$ cat src/hw/adc_seq_pkg.sv
// Constants shared by the converter sequencer control logic.
// Assumes a single 40 MHz converter clock and synchronous active-low reset.
package adc_seq_pkg;
   localparam int unsigned CONV_CYCLES_8BIT = 28;
   localparam int unsigned CONV_CYCLES_10BIT = 33;
   localparam int unsigned CHAN_PER_GROUP = 8;
   localparam int unsigned SWEEP_CHANNELS = 16;
   localparam logic [1:0] GROUP_SEL_G15 = 2'h0;
   localparam logic [1:0] GROUP_SEL_G0 = 2'h2;
   localparam logic [1:0] GROUP_SEL_G2 = 2'h1;
   localparam logic [1:0] EXT_NONE = 2'h0;
   localparam logic [1:0] EXT_PIN_ZERO = 2'h1;
   localparam logic [1:0] EXT_PIN_ONE = 2'h2;
   localparam logic [1:0] EXT_OPAMP = 2'h3;
   localparam logic [1:0] SRC_PRIMARY = 2'h0;
   localparam logic [1:0] SRC_GROUP = 2'h1;
   localparam logic [1:0] SRC_EXT_ZERO = 2'h2;
   localparam logic [1:0] SRC_EXT_ONE = 2'h3;
   localparam logic [1:0] MODE_ONE_SHOT = 2'h0;
   localparam logic [1:0] MODE_REPEAT = 2'h1;
   localparam logic [1:0] MODE_MP_SINGLE = 2'h2;
   localparam logic [1:0] MODE_MP_REPEAT = 2'h3;
   localparam logic [9:0] RESULT_RESET = 10'h000;
endpackage : adc_seq_pkg

$ cat src/hw/adc_sequencer_control.sv
// Sequencer and control logic of a successive-approximation converter.
// Assumes the analog core converts while busy and offers its code on adc_code_in.
`timescale 1ns/1ps
`default_nettype none
module adc_sequencer_control #(
   parameter int unsigned NUM_RESULTS = 8
) (
   input wire logic sys_clk_in, // Converter clock, 40 MHz.
   input wire logic rst_n_in, // Synchronous reset, active low.
   input wire logic conversion_start_bit_in, // Software start bit.
   input wire logic [1:0] mode_in, // Operating mode.
   input wire logic resolution_in, // One selects 10-bit results.
   input wire logic sample_hold_enable_in, // Sample-and-hold selection.
   input wire logic trigger_source_select_in, // Zero software, one pin or timer.
   input wire logic hw_trigger_select_in, // One selects the timer trigger.
   input wire logic external_trigger_pin_in, // Asynchronous trigger pin.
   input wire logic motor_timer_b2_irq_in, // Timer counter done pulse, same clock.
   input wire logic dma_mode_enable_in, // DMA operating mode.
   input wire logic multiport_sweep_enable_in, // Multi-port sweep enable.
   input wire logic sweep_group_select_hi_in, // Sweep group field high bit.
   input wire logic sweep_group_select_lo_in, // Sweep group field low bit.
   input wire logic ext_input_select_hi_in, // Extended input field high bit.
   input wire logic ext_input_select_lo_in, // Extended input field low bit.
   input wire logic [2:0] channel_select_in, // Primary channel for single modes.
   input wire logic reference_connect_in, // One connects the ladder to reference.
   input wire logic [9:0] adc_code_in, // Code from the analog core at completion.
   output logic busy_out, // Conversion under way.
   output logic [1:0] analog_source_out, // Primary, group, ext zero or ext one.
   output logic [1:0] group_select_out, // Group feeding the second half.
   output logic [2:0] mux_channel_out, // Channel within the source.
   output logic ext_pin_zero_drive_out, // Route primary input out on ext pin 0.
   output logic ladder_connect_out, // Resistor ladder tied to reference.
   output logic [9:0] result_data_out, // Latest stored result.
   output logic [2:0] result_index_out, // Register index receiving it.
   output logic result_strobe_out, // One-cycle completion pulse.
   output logic irq_out, // Interrupt request pulse.
   output logic dma_req_out // DMA request pulse.
);
   typedef enum logic [1:0] {
      ST_IDLE = 2'h0,
      ST_ARMED = 2'h1,
      ST_CONVERT = 2'h3
   } state_t;

   state_t state_r;
   logic [2:0] trig_sync_r;
   logic trig_level_r;
   logic [5:0] cycle_r;
   logic [3:0] chan_r;
   logic [1:0] ext_sel;
   logic multiport;
   logic single_sweep;
   logic trigger_event;
   logic restart;
   logic conv_done;
   logic [5:0] conv_len;
   logic [9:0] code_sized;
   logic [2:0] dest_index;
   logic conv_complete;
   logic sweep_last;
   logic one_shot;
   logic irq_wanted;

   function automatic logic [5:0] conv_cycles(input logic ten_bit);
      conv_cycles = ten_bit ? 6'(adc_seq_pkg::CONV_CYCLES_10BIT)
                            : 6'(adc_seq_pkg::CONV_CYCLES_8BIT);
   endfunction : conv_cycles

   assign ext_sel = {ext_input_select_hi_in, ext_input_select_lo_in};
   assign multiport = multiport_sweep_enable_in && mode_in[1];
   assign single_sweep = multiport && (mode_in == adc_seq_pkg::MODE_MP_SINGLE);
   // Without sample-and-hold the same counts are used; no other figure is known.
   assign conv_len = conv_cycles(resolution_in);
   assign conv_done = (state_r == ST_CONVERT) && (cycle_r == conv_len - 6'h01);
   // Pin edge counts once the second and third stages agree on the new level.
   assign trigger_event = trigger_source_select_in &&
      (hw_trigger_select_in ? motor_timer_b2_irq_in
                            : (trig_level_r && !trig_sync_r[1] && !trig_sync_r[2]));
   assign restart = trigger_event && conversion_start_bit_in;

   always_ff @(posedge sys_clk_in) begin
      if (!rst_n_in) begin
         // The pin idles high; a low reset value would fake a falling edge.
         trig_sync_r <= 3'h7;
         trig_level_r <= 1'b1;
      end else begin
         trig_sync_r <= {trig_sync_r[1:0], external_trigger_pin_in};
         if (trig_sync_r[1] == trig_sync_r[2]) begin
            trig_level_r <= trig_sync_r[2];
         end
      end
   end

   // A trigger in the completion cycle wins, so an aborted channel never reports.
   assign conv_complete = conv_done && !restart;
   assign sweep_last = single_sweep && (chan_r == 4'(adc_seq_pkg::SWEEP_CHANNELS - 1));
   assign one_shot = !multiport && (mode_in == adc_seq_pkg::MODE_ONE_SHOT);

   // Sequencer state. Clearing the start bit overrides every other event.
   always_ff @(posedge sys_clk_in) begin
      if (!rst_n_in) begin
         state_r <= ST_IDLE;
      end else if (!conversion_start_bit_in) begin
         state_r <= ST_IDLE;
      end else begin
         unique case (state_r)
            ST_IDLE: begin
               state_r <= trigger_source_select_in ? ST_ARMED : ST_CONVERT;
            end
            ST_ARMED: begin
               if (restart) begin
                  state_r <= ST_CONVERT;
               end
            end
            ST_CONVERT: begin
               if (conv_complete && sweep_last) begin
                  // A finished single sweep returns to armed; a new hardware trigger starts it again.
                  state_r <= ST_ARMED;
               end else if (conv_complete && one_shot) begin
                  state_r <= ST_ARMED;
               end
            end
            default: begin
               state_r <= ST_IDLE;
            end
         endcase
      end
   end

   // Conversion timer; a trigger inside a conversion starts the count again.
   always_ff @(posedge sys_clk_in) begin
      if (!rst_n_in) begin
         cycle_r <= 6'h00;
      end else if (!conversion_start_bit_in || state_r != ST_CONVERT) begin
         cycle_r <= 6'h00;
      end else if (restart || conv_done) begin
         cycle_r <= 6'h00;
      end else begin
         cycle_r <= cycle_r + 6'h01;
      end
   end

   // Sweep position; the four-bit counter wraps by itself in repeat sweeps.
   always_ff @(posedge sys_clk_in) begin
      if (!rst_n_in) begin
         chan_r <= 4'h0;
      end else if (!conversion_start_bit_in || state_r == ST_IDLE) begin
         chan_r <= 4'h0;
      end else if (state_r == ST_CONVERT && restart) begin
         chan_r <= 4'h0;
      end else if (conv_done && multiport) begin
         chan_r <= chan_r + 4'h1;
      end
   end

   assign code_sized = resolution_in ? adc_code_in : {2'h0, adc_code_in[9:2]};
   always_comb begin
      dest_index = channel_select_in;
      if (dma_mode_enable_in) begin
         dest_index = 3'h0;
      end else if (ext_sel == adc_seq_pkg::EXT_PIN_ZERO) begin
         dest_index = 3'h0;
      end else if (ext_sel == adc_seq_pkg::EXT_PIN_ONE) begin
         dest_index = 3'h1;
      end
   end

   // One completion strobe per channel; aborted conversions never raise it.
   always_ff @(posedge sys_clk_in) begin
      if (!rst_n_in) begin
         result_strobe_out <= 1'b0;
      end else begin
         result_strobe_out <= conv_complete;
      end
   end

   // Repeat and sweep modes without DMA stay silent; the end-of-sweep interrupt is not built.
   assign irq_wanted = dma_mode_enable_in || (mode_in == adc_seq_pkg::MODE_ONE_SHOT);

   always_ff @(posedge sys_clk_in) begin
      if (!rst_n_in) begin
         irq_out <= 1'b0;
      end else begin
         irq_out <= conv_complete && irq_wanted;
      end
   end

   // The DMA request shares the strobe edge, so the result is already stored.
   always_ff @(posedge sys_clk_in) begin
      if (!rst_n_in) begin
         dma_req_out <= 1'b0;
      end else begin
         dma_req_out <= conv_complete && dma_mode_enable_in;
      end
   end

   // The result stands until the next completed channel.
   always_ff @(posedge sys_clk_in) begin
      if (!rst_n_in) begin
         result_data_out <= adc_seq_pkg::RESULT_RESET;
      end else if (conv_complete) begin
         result_data_out <= code_sized;
      end
   end

   always_ff @(posedge sys_clk_in) begin
      if (!rst_n_in) begin
         result_index_out <= 3'h0;
      end else if (conv_complete) begin
         result_index_out <= dest_index;
      end
   end

   // Busy lags the state by one edge, like every other registered output.
   always_ff @(posedge sys_clk_in) begin
      if (!rst_n_in) begin
         busy_out <= 1'b0;
      end else begin
         busy_out <= (state_r == ST_CONVERT);
      end
   end

   // The ladder follows software directly; ordering against start is software's duty.
   always_ff @(posedge sys_clk_in) begin
      if (!rst_n_in) begin
         ladder_connect_out <= 1'b0;
      end else begin
         ladder_connect_out <= reference_connect_in;
      end
   end

   always_ff @(posedge sys_clk_in) begin
      if (!rst_n_in) begin
         group_select_out <= adc_seq_pkg::GROUP_SEL_G15;
      end else begin
         group_select_out <= {sweep_group_select_hi_in, sweep_group_select_lo_in};
      end
   end

   // The op-amp output is never driven during a multi-port sweep.
   always_ff @(posedge sys_clk_in) begin
      if (!rst_n_in) begin
         ext_pin_zero_drive_out <= 1'b0;
      end else begin
         ext_pin_zero_drive_out <= !multiport && (ext_sel == adc_seq_pkg::EXT_OPAMP);
      end
   end

   // Sweeps walk the primaries, then the group; otherwise the extended field decides.
   always_ff @(posedge sys_clk_in) begin
      if (!rst_n_in) begin
         analog_source_out <= adc_seq_pkg::SRC_PRIMARY;
      end else if (multiport) begin
         analog_source_out <= chan_r[3] ? adc_seq_pkg::SRC_GROUP : adc_seq_pkg::SRC_PRIMARY;
      end else begin
         unique case (ext_sel)
            adc_seq_pkg::EXT_PIN_ZERO: analog_source_out <= adc_seq_pkg::SRC_EXT_ZERO;
            adc_seq_pkg::EXT_PIN_ONE: analog_source_out <= adc_seq_pkg::SRC_EXT_ONE;
            adc_seq_pkg::EXT_OPAMP: analog_source_out <= adc_seq_pkg::SRC_EXT_ONE;
            adc_seq_pkg::EXT_NONE: analog_source_out <= adc_seq_pkg::SRC_PRIMARY;
         endcase
      end
   end

   always_ff @(posedge sys_clk_in) begin
      if (!rst_n_in) begin
         mux_channel_out <= 3'h0;
      end else if (multiport) begin
         mux_channel_out <= chan_r[2:0];
      end else begin
         mux_channel_out <= channel_select_in;
      end
   end
endmodule : adc_sequencer_control
`default_nettype wire

$ cat config.mk
export PLATFORM = sky130hd
export DESIGN_NAME = adc_sequencer_control
export DESIGN_NICKNAME = d
export VERILOG_FILES = /design/src/hw/adc_seq_pkg.sv /design/src/hw/adc_sequencer_control.sv
export SDC_FILE = /design/constraint.sdc
export NUM_CORES = 1
export LEC_CHECK = 0
export CAP_MARGIN = 5
export CORE_MARGIN = 4
export CORE_UTILIZATION = 45
export DETAILED_ROUTE_END_ITERATION = 10
export DONT_BUFFER_PORTS = 1
export SETUP_SLACK_MARGIN = 0.2
export SYNTH_ARGS = -nofsm -noshare
export SYNTH_HDL_FRONTEND = slang
export SYNTH_SLANG_ARGS = --single-unit
$ cat constraint.sdc
create_clock -name sys_clk_in -period 5.45 [get_ports sys_clk_in]
set_input_delay 1.3625 -clock sys_clk_in [delete_from_list [all_inputs] [get_ports sys_clk_in]]
set_output_delay 1.3625 -clock sys_clk_in [all_outputs]
set_load 0.05 [all_outputs]
[Word-level counts from Yosys, hierarchy flattened]
Index checks and enable logic that the tools add are counted.
Storage, ports and cells
  logic and storage cells: 81
  register bits after elaboration: 42
  input port bits: 31
  output and inout port bits: 26
Cells by class
  equality and inequality tests: 12
  mux-type cells: 15
  add/subtract/negate cells: 3
  reduce and logical (&&, ||, !) cells: 34
  bitwise logic cells: 1
Operators with widths (count)
  1-bit logical AND: 17
  3-bit two-way mux: 4
  2-bit one-hot mux with 3 select lines: 2
  10-bit two-way mux: 1
  2-bit two-way mux: 5
  2-bit equality test, second input constant: 4
  6-bit by 1-bit adder with 6-bit output, second input constant: 1
  6-bit equality test: 1
  2-bit zero test: 3
  6-bit two-way mux: 1
  3-bit OR reduction: 2
  6-bit by 1-bit subtractor with 6-bit output, second input constant: 1
  1-bit zero test: 5
  4-bit by 1-bit adder with 4-bit output, second input constant: 1
  2-bit by 1-bit equality test with 1-bit output, second input constant: 2
  4-bit equality test, second input constant: 1
  1-bit logical OR: 4
  2-bit != test, second input constant: 2
  2-bit AND reduction: 2
  3-bit != test, second input constant: 1
  1-bit two-way mux: 2
  2-bit OR reduction: 1
  1-bit equality test: 1
  1-bit NOT: 1

[Logic depth before layout (Yosys ltp)]
Gate-level depths: netlist of run 1.
  depth in word-level cells: 12
  mapped depth: 6
  mapped depth without buffers: 5

[Worst setup path before layout of run 1]
Ideal clock, no wire load.
  kind: input-to-reg
  start point: input port resolution_in
  end point: register result_data_out[4]
  stages: 5
  data required time: 5334 ps
  library setup time: 116 ps
  data arrival time: 2755 ps
  setup slack: 2578 ps
  path buffers: 1
  path through: or4b_4 > a2111oi_4 > buf_6 > nand2_1 > o211a_1
On the way
  word-level cells in the longest chain between the ends: 5
  elaborated cells between the ends (all ways): 6
  classes of those cells: add/sub (1); eq/ne (1); mux (2); reduce/logical (2)
Ends and longest elaborated chain
  from (decl): RTL line adc_sequencer_control.sv:12  | input wire logic resolution_in,
  6-bit two-way mux: RTL line adc_sequencer_control.sv:65  | conv_cycles = ten_bit ? 6'(adc_seq_pkg::CONV_CYCLES_10BIT)
  6-bit by 1-bit subtractor with 6-bit output: RTL line adc_sequencer_control.sv:74  | assign conv_done = (state_r == ST_CONVERT) && (cycle_r == conv_len - 6'h01);
  6-bit equality test: RTL line adc_sequencer_control.sv:74
  1-bit logical AND: RTL line adc_sequencer_control.sv:74
  1-bit logical AND: RTL line adc_sequencer_control.sv:95  | assign conv_complete = conv_done && !restart;
  to (signal assigned): RTL line adc_sequencer_control.sv:200  | result_data_out <= adc_seq_pkg::RESULT_RESET;
  to (signal assigned): RTL line adc_sequencer_control.sv:202  | result_data_out <= code_sized;
  to (decl): RTL line adc_sequencer_control.sv:33  | output logic [9:0] result_data_out,
Parallel ways exist; a longest one is shown, timed or not.
A chain may end at the register's enable or synchronous reset.

[Worst setup path after layout of run 1]
  start point: input port resolution_in
  end point: register result_index_out[0]
On the way
  word-level cells in the longest chain between the ends: 5
Ends and longest elaborated chain
  6-bit two-way mux: RTL line adc_sequencer_control.sv:65
  6-bit by 1-bit subtractor with 6-bit output: RTL line adc_sequencer_control.sv:74
  6-bit equality test: RTL line adc_sequencer_control.sv:74
  1-bit logical AND: RTL line adc_sequencer_control.sv:74
  1-bit logical AND: RTL line adc_sequencer_control.sv:95
  to (signal assigned): RTL line adc_sequencer_control.sv:210  | result_index_out <= dest_index;
  to (decl): RTL line adc_sequencer_control.sv:34  | output logic [2:0] result_index_out,
Every way passes these cells.

==> results by group, run 1 <==
Floorplanning
  • Num rows: 22
  • Placeable Area: 0.00369 mm²
  • Die W: 69.9 µm
  • Die area: 0.00489 mm²
  • Die H: 69.9 µm
  • Starting Density: 46.8%
  • Num ports: 57

Yosys
  • Synth Cell Area: 0.00173 mm²
  • #FFs+latches synth: 42
  • Post-synthesis average cell area: 9.92 µm²
  • Async S/R FF share, synth: 0%
  • Number of synthesized flops with an enable pin: 0
  • Distinct cells, synth: 37
  • Synth Instances: 174
  • Ys flop type: dfxtp_1
  • Sequential share of the synthesized area: 48.7%
  • Syn_nets: 207
  • Yosys Warn Count: 0

Worst setup path
  • Worst Setup End Kind: flop
  • Cell family with most CP delay: simple AND/OR/NAND/NOR gates
  • Critical path's slowest cell: or4b_4
  • Crit Path Category: in -> reg
  • Crit path DAT: 2.79 ns
  • Worst Path Max Fanout: 27
  • CP Cell Sequence: or4b_4, a2111oi_4, buf_4, mux2i_1, nor2b_1
  • Crit path launch type: primary input
  • Worst Path Buf+Inv: 1
  • Worst path max stage delay: 0.53 ns
  • Req. time, crit path: 5.63 ns

GRT
  • Vias in the first global route: 1240
  • Largest net degree at the start of global routing: 35
  • Total track usage: 15.1%
  • Congestion Overflow GR: 0
  • Initial antenna violation count: 0
  • First-pass GRT wire length: 5920 µm

Detailed routing
  • DR iter-0 viols: 54
  • DRC Markers: 0
  • Pre-antenna DRT Iters: 4
  • Routed len/inst: 15.6 µm
  • Antenna Nets Post-Route: 0
  • Routed WL: 3480 µm
  • Via-per-instance ratio: 5.57
  • Vias: 1243

Place
  • Buffers on Ports: 0
  • Final Wtd Congestion: 0.760
  • DP Wirelength: 2650 µm
  • Cell Area, Placed: 0.00175 mm²
  • Setup slack at placement: 2.54 ns

Clocking
  • CTS tree: done
  • Clock sinks: 42
  • Total number of H-tree levels: 2
  • Post-CTS Setup Bufs: 0
  • Root Buffer Master: clkbuf_8
  • Hold_buf cts: 0
  • Clk pin slew, worst setup/hold paths: 0.08 ns
  • Worst-case clock buffer depth: 2
  • # resized after CTS: 0
  • CTS buffer count: 5
  • Clock latency on the worst-skew pair: 0.29 ns

STA
  • Final Hold Viols: 0
  • Final worst path period share: 47.8%
  • Max-slew violations: 0
  • Worst setup margin: 2.85 ns
  • Unrepaired setup endpoints after global routing: no
  • Period minus WS final: 2.60 ns
  • Sum Neg Setup Slack: 0 ns
  • Fin Hold WS: 0.436 ns
  • Slew HR: 65.0%
  • Clk_skew: 0.00598 ns
  • Slew @ Worst Pin: 0.525 ns
  • Setup violators final: 0
  • FMAX: 384 MHz

Cells and area
  • Antenna cell count: 0
  • Fin area: 0.00184 mm²
  • Area delta synth->final: 6.59%
  • # nets final: 207
  • Layout cells sized above 1: 8.57%

Outcome
  • Status: finished, final reports clean

Power
  • Pwr per Cell Area: 298 mW/mm²
  • Max VDD drop: 130 µV
  • Static Leakage: 0.740 nW

Run
  • Max Cap Viol: 0

Hold path
  • Tightest Hold Check Type: reg -> reg
Yosys cell counts, drive strengths merged, types with 2 or more instances:
cell type  number  area (µm²)
dfxtp          42         841
nand2          20        75.1
nor2           13        48.8
nand3          11        55.1
mux2i          10         100
o211a           9        90.1
a21oi           8        40.0
clkbuf          6        26.3
o21ai           5        25.0
a21boi          4        30.0
and2            4        26.3
nand2b          4        25.0
xnor2           4        35.0
nand4           3        18.8
nor2b           3        18.8
nor3            3        15.0
a2111oi         2        55.1
and3            2        13.8
buf             2        22.5
ha              2        25.0
inv             2        7.51
or4             2        15.0
xor2            2        17.5
metrics by stage:
step                      cells  util (%)  total power [mW]
final                       223      49.9             0.548
after global routing        223      49.9             0.576
after CTS                   223      49.9             0.556
after detailed placement    215      47.3             0.350
after global placement      215      47.3             0.350
after floorplan             174         -             0.351
area by class of cell:
type | instances | area (µm²)
Timing Repair Buffer | 1 | 7.51
Tap cell | 48 | 60.1
Fill cell | 369 | 1850
Clock inverter | 2 | 12.5
Clock buffer | 6 | 82.6
Sequential cell | 42 | 841
Inverter | 2 | 7.51
Multi-Input combinational cell | 122 | 830
cells in the final DEF (no fill, tap or decap), drive strengths merged, types with 2 or more instances in the layout:
cell type and n:
dfxtp 42, nand2 20, nor2 13, nand3 11, mux2i 10, o211a 9, a21oi 8, clkbuf 6
o21ai 5, nand2b 4, xnor2 4, a21boi 4, and2 4, nor3 3, nand4 3, nor2b 3
or4 2, a2111oi 2, inv 2, xor2 2, ha 2, and3 2
worst paths after layout:
check                 startpoint             endpoint  slack, ns  depth (start not counted)
hold / removal    trig_sync_r[0]       trig_sync_r[1]       0.44                          1
setup / recovery   resolution_in  result_index_out[0]       2.85                          5
setup reg to reg      cycle_r[0]  result_index_out[0]       3.33                          6
hold reg to reg   trig_sync_r[0]       trig_sync_r[1]       0.44                          1
report_power, final:
part	internal (mW)	switching (mW)	leakage [nW]
Clock	0.102	0.104	0.0472
Combinational	0.00860	0.00662	0.352
Sequential	0.312	0.0158	0.341
kinds of logic after synthesis:
kind of cell | count (synthesis) | share of synthesized area [%]
XOR/XNOR | 6 | 3.04
buffers and inverters | 10 | 3.26
AND/OR/NAND/NOR | 71 | 21.2
multiplexers | 10 | 5.80
flip-flops | 42 | 48.7
AO/OA/AOI/OAI | 33 | 16.5
adder cells (fa/ha/maj) | 2 | 1.45
registers in the layout, indices dropped and copies added, names as in the netlist, 2 cells and up:
signal and flops:
result_data_out 10, cycle_r 6, chan_r 4, mux_channel_out 3, result_index_out 3, trig_sync_r 3
analog_source_out 2, group_select_out 2, state_r 2
per-layer routing:
metal | share of wire, % | GRT usage (%) | up-vias | routed length (µm)
li1 | - | - | 615 | -
met4 | 0.55 | 4.47 | 0 | 19
met2 | 48 | 25.1 | 54 | 1660
met3 | 12 | 7.19 | 2 | 417
met1 | 40 | 17.2 | 572 | 1390
met5 | 0 | 0 | - | 0
(Power assumes the default switching activity.)
==> run 2, diff against run 1 <==
--- a/config.mk
+++ b/config.mk
@@ -5,6 +5,7 @@
 export SDC_FILE = /design/constraint.sdc
 export NUM_CORES = 1
 export LEC_CHECK = 0
+export ABC_AREA = 1
 export CAP_MARGIN = 5
 export CORE_MARGIN = 4
 export CORE_UTILIZATION = 45
==> constraint.sdc (replaced) <==
create_clock -name sys_clk_in -period 2.7 [get_ports sys_clk_in]
set_input_delay 0.675 -clock sys_clk_in [delete_from_list [all_inputs] [get_ports sys_clk_in]]
set_output_delay 0.675 -clock sys_clk_in [all_outputs]
set_load 0.05 [all_outputs]
==> run 2 against run 1 <==
  * Clock skew grew 0.0064 ns
  * Critical path depth fell by 5
  * Sequential power is 100% higher
  * First-iteration DRC count up 81%
  * Register-to-register slack got worse by 2.1 ns
  * Core utilization grew 0.96 points
  * Global-route usage down 0.76 points
  * Clock power rose by 96%
  * Area after synthesis increased by 4.1%
  * Flip-flop and latch count is the same
  * Cell count rose by 37%
  * Largest power group unchanged
==> results by group, run 2 <==
Hold path
  • Tightest Hold Check Type: reg -> reg

Yosys
  • Count leader, synth: nand2_1
  • Number of synthesized flops with an enable pin: 0
  • Synth top cells by count: 61 x nand2_1, 49 x nor2_1, 42 x dfxtp_1
  • Post-synthesis average cell area: 7.08 µm²
  • Yosys Warn Count: 0
  • Sequential share of the synthesized area: 46.8%
  • Ys flop type: dfxtp_1
  • Async S/R FF share, synth: 0%
  • Post-synth top area share: 46.8%
  • Area leader, netlist: dfxtp_1
  • Top cells by area, synth: dfxtp_1 47%, nand2_1 13%, nor2_1 10%, inv_1 8.1%, o21ai_0 5.0%
  • Distinct cells, synth: 26
  • Synth Instances: 254
  • #FFs+latches synth: 42
  • Synth Cell Area: 0.00180 mm²
  • Syn_nets: 287

STA
  • Final worst path period share: 60.3%
  • Fin Hold WS: 0.419 ns
  • Setup violators final: 0
  • Sum Neg Setup Slack: 0 ns
  • Slew HR: 64.5%
  • Clk_skew: 0.0123 ns
  • Unrepaired setup endpoints after global routing: no
  • Max-slew violations: 0
  • Final Hold Viols: 0
  • Slew @ Worst Pin: 0.532 ns
  • FMAX: 614 MHz
  • Period minus WS final: 1.63 ns

Floorplanning
  • Starting Density: 47.7%
  • Num rows: 22
  • Die H: 71.2 µm
  • Die W: 71.2 µm
  • Die area: 0.00507 mm²
  • Placeable Area: 0.00377 mm²
  • Num ports: 57

Cells and area
  • Most common cell after layout, fill and taps aside: nand2_1
  • # nets final: 289
  • Biggest regs: result_data_out x10, cycle_r x6, chan_r x4
  • Largest register FFs: 10
  • Area delta synth->final: 6.68%
  • Reg with most FFs: result_data_out
  • Fin area: 0.00192 mm²
  • Layout cells sized above 1: 7.00%
  • Antenna cell count: 0
  • Most frequent cells in the layout: 61 x nand2_1, 49 x nor2_1, 42 x dfxtp_1, 39 x inv_1, 18 x o21ai_0

Detailed routing
  • Routed len/inst: 11.4 µm
  • Via-per-instance ratio: 4.76
  • DRC Markers: 0
  • Routed WL: 3470 µm
  • DR iter-0 viols: 98
  • Pre-antenna DRT Iters: 4
  • Antenna Nets Post-Route: 0
  • Vias: 1453

GRT
  • Largest net degree at the start of global routing: 24
  • Vias in the first global route: 1317
  • Congestion Overflow GR: 0
  • Initial antenna violation count: 0
  • Total track usage: 14.4%
  • First-pass GRT wire length: 5870 µm

Clocking
  • Post-CTS Setup Bufs: 0
  • Total number of H-tree levels: 2
  • Clock sinks: 42
  • # resized after CTS: 0
  • CTS tree: done
  • Hold_buf cts: 0
  • Clk pin slew, worst setup/hold paths: 0.08 ns
  • Clock latency on the worst-skew pair: 0.30 ns
  • Root Buffer Master: clkbuf_8
  • CTS buffer count: 5
  • Worst-case clock buffer depth: 2

Power
  • Pwr per Cell Area: 575 mW/mm²
  • Max VDD drop: 293 µV
  • Static Leakage: 0.928 nW

Place
  • DP Wirelength: 2610 µm
  • Cell Area, Placed: 0.00183 mm²
  • Final Wtd Congestion: 0.778
  • Buffers on Ports: 0

Worst setup path
  • Crit path DAT: 0.95 ns
  • Worst Setup End Kind: output port
  • Worst Path Max Fanout: 2
  • Req. time, crit path: 2.03 ns
  • Crit Path Category: reg -> out
  • Crit path launch type: flop

Run
  • Max Cap Viol: 0

Outcome
  • Status: finished, final reports clean
==> run 2: changes by cell type after synthesis, sizes merged, moves of 5 or more <==
| cell | before | now |
|---|---|---|
| o211a | 9 | 0 |
| nor2 | 13 | 50 |
| nand2 | 20 | 62 |
| o21ai | 5 | 18 |
| mux2i | 10 | 0 |
| clkbuf | 6 | 1 |
| inv | 2 | 41 |
==> run 2: path summary, 6_finish.rpt <==
check	startpoint	to	slack, ns	depth (start not counted)
max	result_data_out[8]	result_data_out[8]	1.07	0
min	trig_sync_r[0]	trig_sync_r[1]	0.42	1
max reg2reg	state_r[1]	state_r[1]	1.27	5
min reg2reg	trig_sync_r[0]	trig_sync_r[1]	0.42	1
==> run 2: cell type report <==
| cell class | count | area (µm²) |
|---|---|---|
| fill | 382 | 1850 |
| tap | 48 | 60.1 |
| sequential | 42 | 841 |
| multi-input combinational | 166 | 773 |
| clock buffer | 5 | 68.8 |
| clock inverter | 3 | 21.3 |
| inverter | 41 | 154 |
==> run 2: logic make-up after synthesis <==
family                     Yosys count  share of synthesized area (%)
buffers and inverters               46                           10.2
adders and majority gates            2                           1.39
AOI/OAI and AO/OA                   29                           8.70
DFF                                 42                           46.8
and+or+nand+nor                    133                           31.9
xor gates and xnor gates             2                          0.974
==> run 2: through the flow <==
step / setup WS, ns / cells / total power [mW] / utilization [%]
3_3_place_gp: 0.946 / 297 / 0.718 / 48.5
3_5_place_dp: 0.907 / 297 / 0.718 / 48.5
2_1_floorplan: 1.20 / 254 / 0.715 / -
4_1_cts: 1.05 / 305 / 1.13 / 50.9
5_1_grt: 1.02 / 305 / 1.16 / 50.9
6_report: 1.07 / 305 / 1.10 / 50.9
==> run 2: where the power goes <==
| part | switching (mW) | internal [mW] |
|---|---|---|
| clock | 0.220 | 0.182 |
| combinational | 0.0265 | 0.0156 |
| sequential | 0.0306 | 0.630 |
| total | 0.277 | 0.827 |
==> run 2: layer usage <==
layer  share of wire, %  wire length (µm)  GRT usage, %  vias to the layer above
li1                   -                 -             -                      777
met1                 46              1580          18.3                      624
met2                 44              1510          21.8                       48
met3                9.7               336          6.87                        4
met4                1.2                40          3.76                        0
met5                  0                 0             0                        -
==> run 3, diff against run 2 <==
==> constraint.sdc (replaced) <==
create_clock -name sys_clk_in -period 1.4 [get_ports sys_clk_in]
set_input_delay 0.35 -clock sys_clk_in [delete_from_list [all_inputs] [get_ports sys_clk_in]]
set_output_delay 0.35 -clock sys_clk_in [all_outputs]
set_load 0.05 [all_outputs]
==> run 3 against run 2 <==
  * Worst setup slack worse by 0.94 ns
  * Hold slack worse by 0.28 ns
  * Combinational power rose by 140%
  * Clock power grew 130%
  * First-iteration DRC count down 18%
  * Non-clock buffer count is 15 higher
  * Routed wire length increased by 14%
  * Register-to-register slack worse by 1.1 ns
  * Critical endpoint is now result_data_out[0]
==> results by group, run 3 (synthesis results as in run 2) <==
Outcome
  • Status: finished, final reports clean

Detailed routing
  • Via-per-instance ratio: 4.84
  • Routed len/inst: 12.4 µm
  • Antenna Nets Post-Route: 0
  • Vias: 1550
  • Routed WL: 3970 µm
  • DR iter-0 viols: 80
  • DRC Markers: 0
  • Pre-antenna DRT Iters: 6

Hold path
  • Tightest Hold Check Type: in -> reg

Cells and area
  • Final core area utilization: 60.2%
  • Layout cells sized above 1: 32.0%
  • Largest register FFs: 10
  • Most frequent cells in the layout: 52 x nand2_1, 46 x nor2_1, 37 x inv_1, 32 x dfxtp_2, 14 x o21ai_0
  • Register area: 885 µm²
  • Multi-input gate area: 897 µm²
  • # fillers: 345
  • # nets final: 304
  • Final cell count without fillers: 320
  • Biggest regs: result_data_out x10, cycle_r x6, chan_r x4
  • Antenna cell count: 0
  • Most common cell after layout, fill and taps aside: nand2_1
  • Area delta synth->final: 26.2%
  • Reg with most FFs: result_data_out

Clocking
  • Clk pin slew, worst setup/hold paths: 0.08 ns
  • Hold_buf cts: 0
  • CTS buffer count: 5
  • Clock latency on the worst-skew pair: 0.29 ns
  • Clock sinks: 42
  • Root Buffer Master: clkbuf_8
  • CTS tree: done
  • Total number of H-tree levels: 2
  • Worst-case clock buffer depth: 2

Power
  • Max VDD drop: 641 µV
  • Static Leakage: 1.07 nW
  • Pwr per Cell Area: 1020 mW/mm²

STA
  • Final worst path period share: 90.9%
  • FMAX: 786 MHz
  • Final Hold Viols: 0
  • Period minus WS final: 1.27 ns
  • Setup violators final: 0
  • Sum Neg Setup Slack: 0 ns
  • Slew @ Worst Pin: 0.319 ns
  • Worst setup margin: 0.127 ns
  • Slew HR: 78.5%
  • Unrepaired setup endpoints after global routing: yes
  • Max-slew violations: 0
  • Clk_skew: 0.00999 ns

GRT
  • Total track usage: 15.6%
  • Initial antenna violation count: 0
  • Congestion Overflow GR: 0
  • Met1 usage: 18.7%
  • GR Util met2: 25.6%
  • First-pass GRT wire length: 6360 µm
  • Vias in the first global route: 1435
  • GRT busiest layer: met2
  • Largest net degree at the start of global routing: 24
  • GR Layer Usage met3: 6.31%

Floorplanning
  • Num rows: 22
  • Starting Density: 47.7%
  • Die area: 0.00507 mm²
  • Die W: 71.2 µm
  • Placeable Area: 0.00377 mm²
  • Die H: 71.2 µm
  • Num ports: 57

Run
  • Max Cap Viol: 0

Worst setup path
  • Worst path max stage delay: 0.34 ns
  • Worst Path Buf+Inv: 2
  • Setup crit end: result_data_out[0]
  • Worst Path Max Fanout: 6
  • Crit Path Category: reg -> reg
  • Reg-to-reg setup timing slack: 0.13 ns
  • Crit path launch type: flop
  • Worst setup path start: cycle_r[5]
  • Worst Setup End Kind: flop
  • Crit path DAT: 1.50 ns
  • Reg2reg end: result_data_out[0]
  • CP Cell Sequence: inv_2, nor2_1, nand3_1, nand2_4, nand3_4, buf_12, nand2_4, nand2_2, nor2_1
  • R2R depth: 9
  • Reg2reg start: cycle_r[5]
  • Worst path depth: 9
  • Cell family with most CP delay: simple AND/OR/NAND/NOR gates
  • Req. time, crit path: 1.62 ns
  • Critical path's slowest cell: dfxtp_2

Place
  • DP Wirelength: 2600 µm
  • Dpl cells: 300
  • Setup slack at placement: 0.102 ns
  • Buffers on Ports: 0
  • Final Wtd Congestion: 0.770
-- run 3: changes by cell type in the layout (fill, tap and decap cells not counted), sizes merged --
cell | before | now
clkbuf | 5 | 6
bufinv | 0 | 1
clkinvlp | 1 | 0
buf | 0 | 14
-- run 3: worst register-to-register path, stage by stage (launching register included) --
cell and delay (ns):
dfxtp_2 0.34, inv_2 0.03, nor2_1 0.08, nand3_1 0.12
nand2_4 0.11, nand3_4 0.14, buf_12 0.19, nand2_4 0.06
nand2_2 0.04, nor2_1 0.10
-- run 3: stage by stage --
step	power (mW)	hold slack [ns]	cell area [µm²]
3_5_place_dp	1.39	0.401	1860
3_3_place_gp	1.39	0.394	1860
4_1_cts	2.34	0.128	2110
2_1_floorplan	1.38	0.393	1800
6_report	2.32	0.134	2270
5_1_grt	2.41	0.143	2270
-- run 3: layout make-up --
class,instances,share of cell area (%)
Multi-Input combinational cell,166,39.5
Inverter,41,6.89
Sequential cell,42,39.0
Clock buffer,5,3.03
Timing Repair Buffer,15,7.17
Clock inverter,3,1.76
Tap cell,48,2.65
-- run 3: where the power goes --
group          internal (mW)  switching (mW)
registers               1.22          0.0611
clock network          0.525           0.415
logic                 0.0389          0.0621
total                   1.78           0.538
-- run 3: worst min-delay path by stage --
stage | startpoint | end | slack, ns | cells after the start
final | rst_n_in | trig_sync_r[2] | 0.13 | 1
after global routing | rst_n_in | trig_sync_r[2] | 0.14 | 1
after CTS | rst_n_in | trig_sync_r[2] | 0.13 | 1
after detailed placement | trig_sync_r[0] | trig_sync_r[1] | 0.40 | 1
after global placement | trig_sync_r[0] | trig_sync_r[1] | 0.39 | 1
after floorplan | trig_sync_r[0] | trig_sync_r[1] | 0.39 | 1
-- run 3: layer usage --
metal | vias up | part of all wire, % | wire (µm)
met2 | 41 | 49 | 1940
li1 | 812 | - | -
met3 | 6 | 7.3 | 289
met5 | - | 0 | 0
met1 | 691 | 42 | 1690
met4 | 0 | 1.4 | 55
-- run 3: repair_timing --
action	CTS	global route
buffers inserted	6	4
pin swaps	3	6
gates resized for setup	42	29
endpoints found under the setup margin	50	25
cloned	1	1
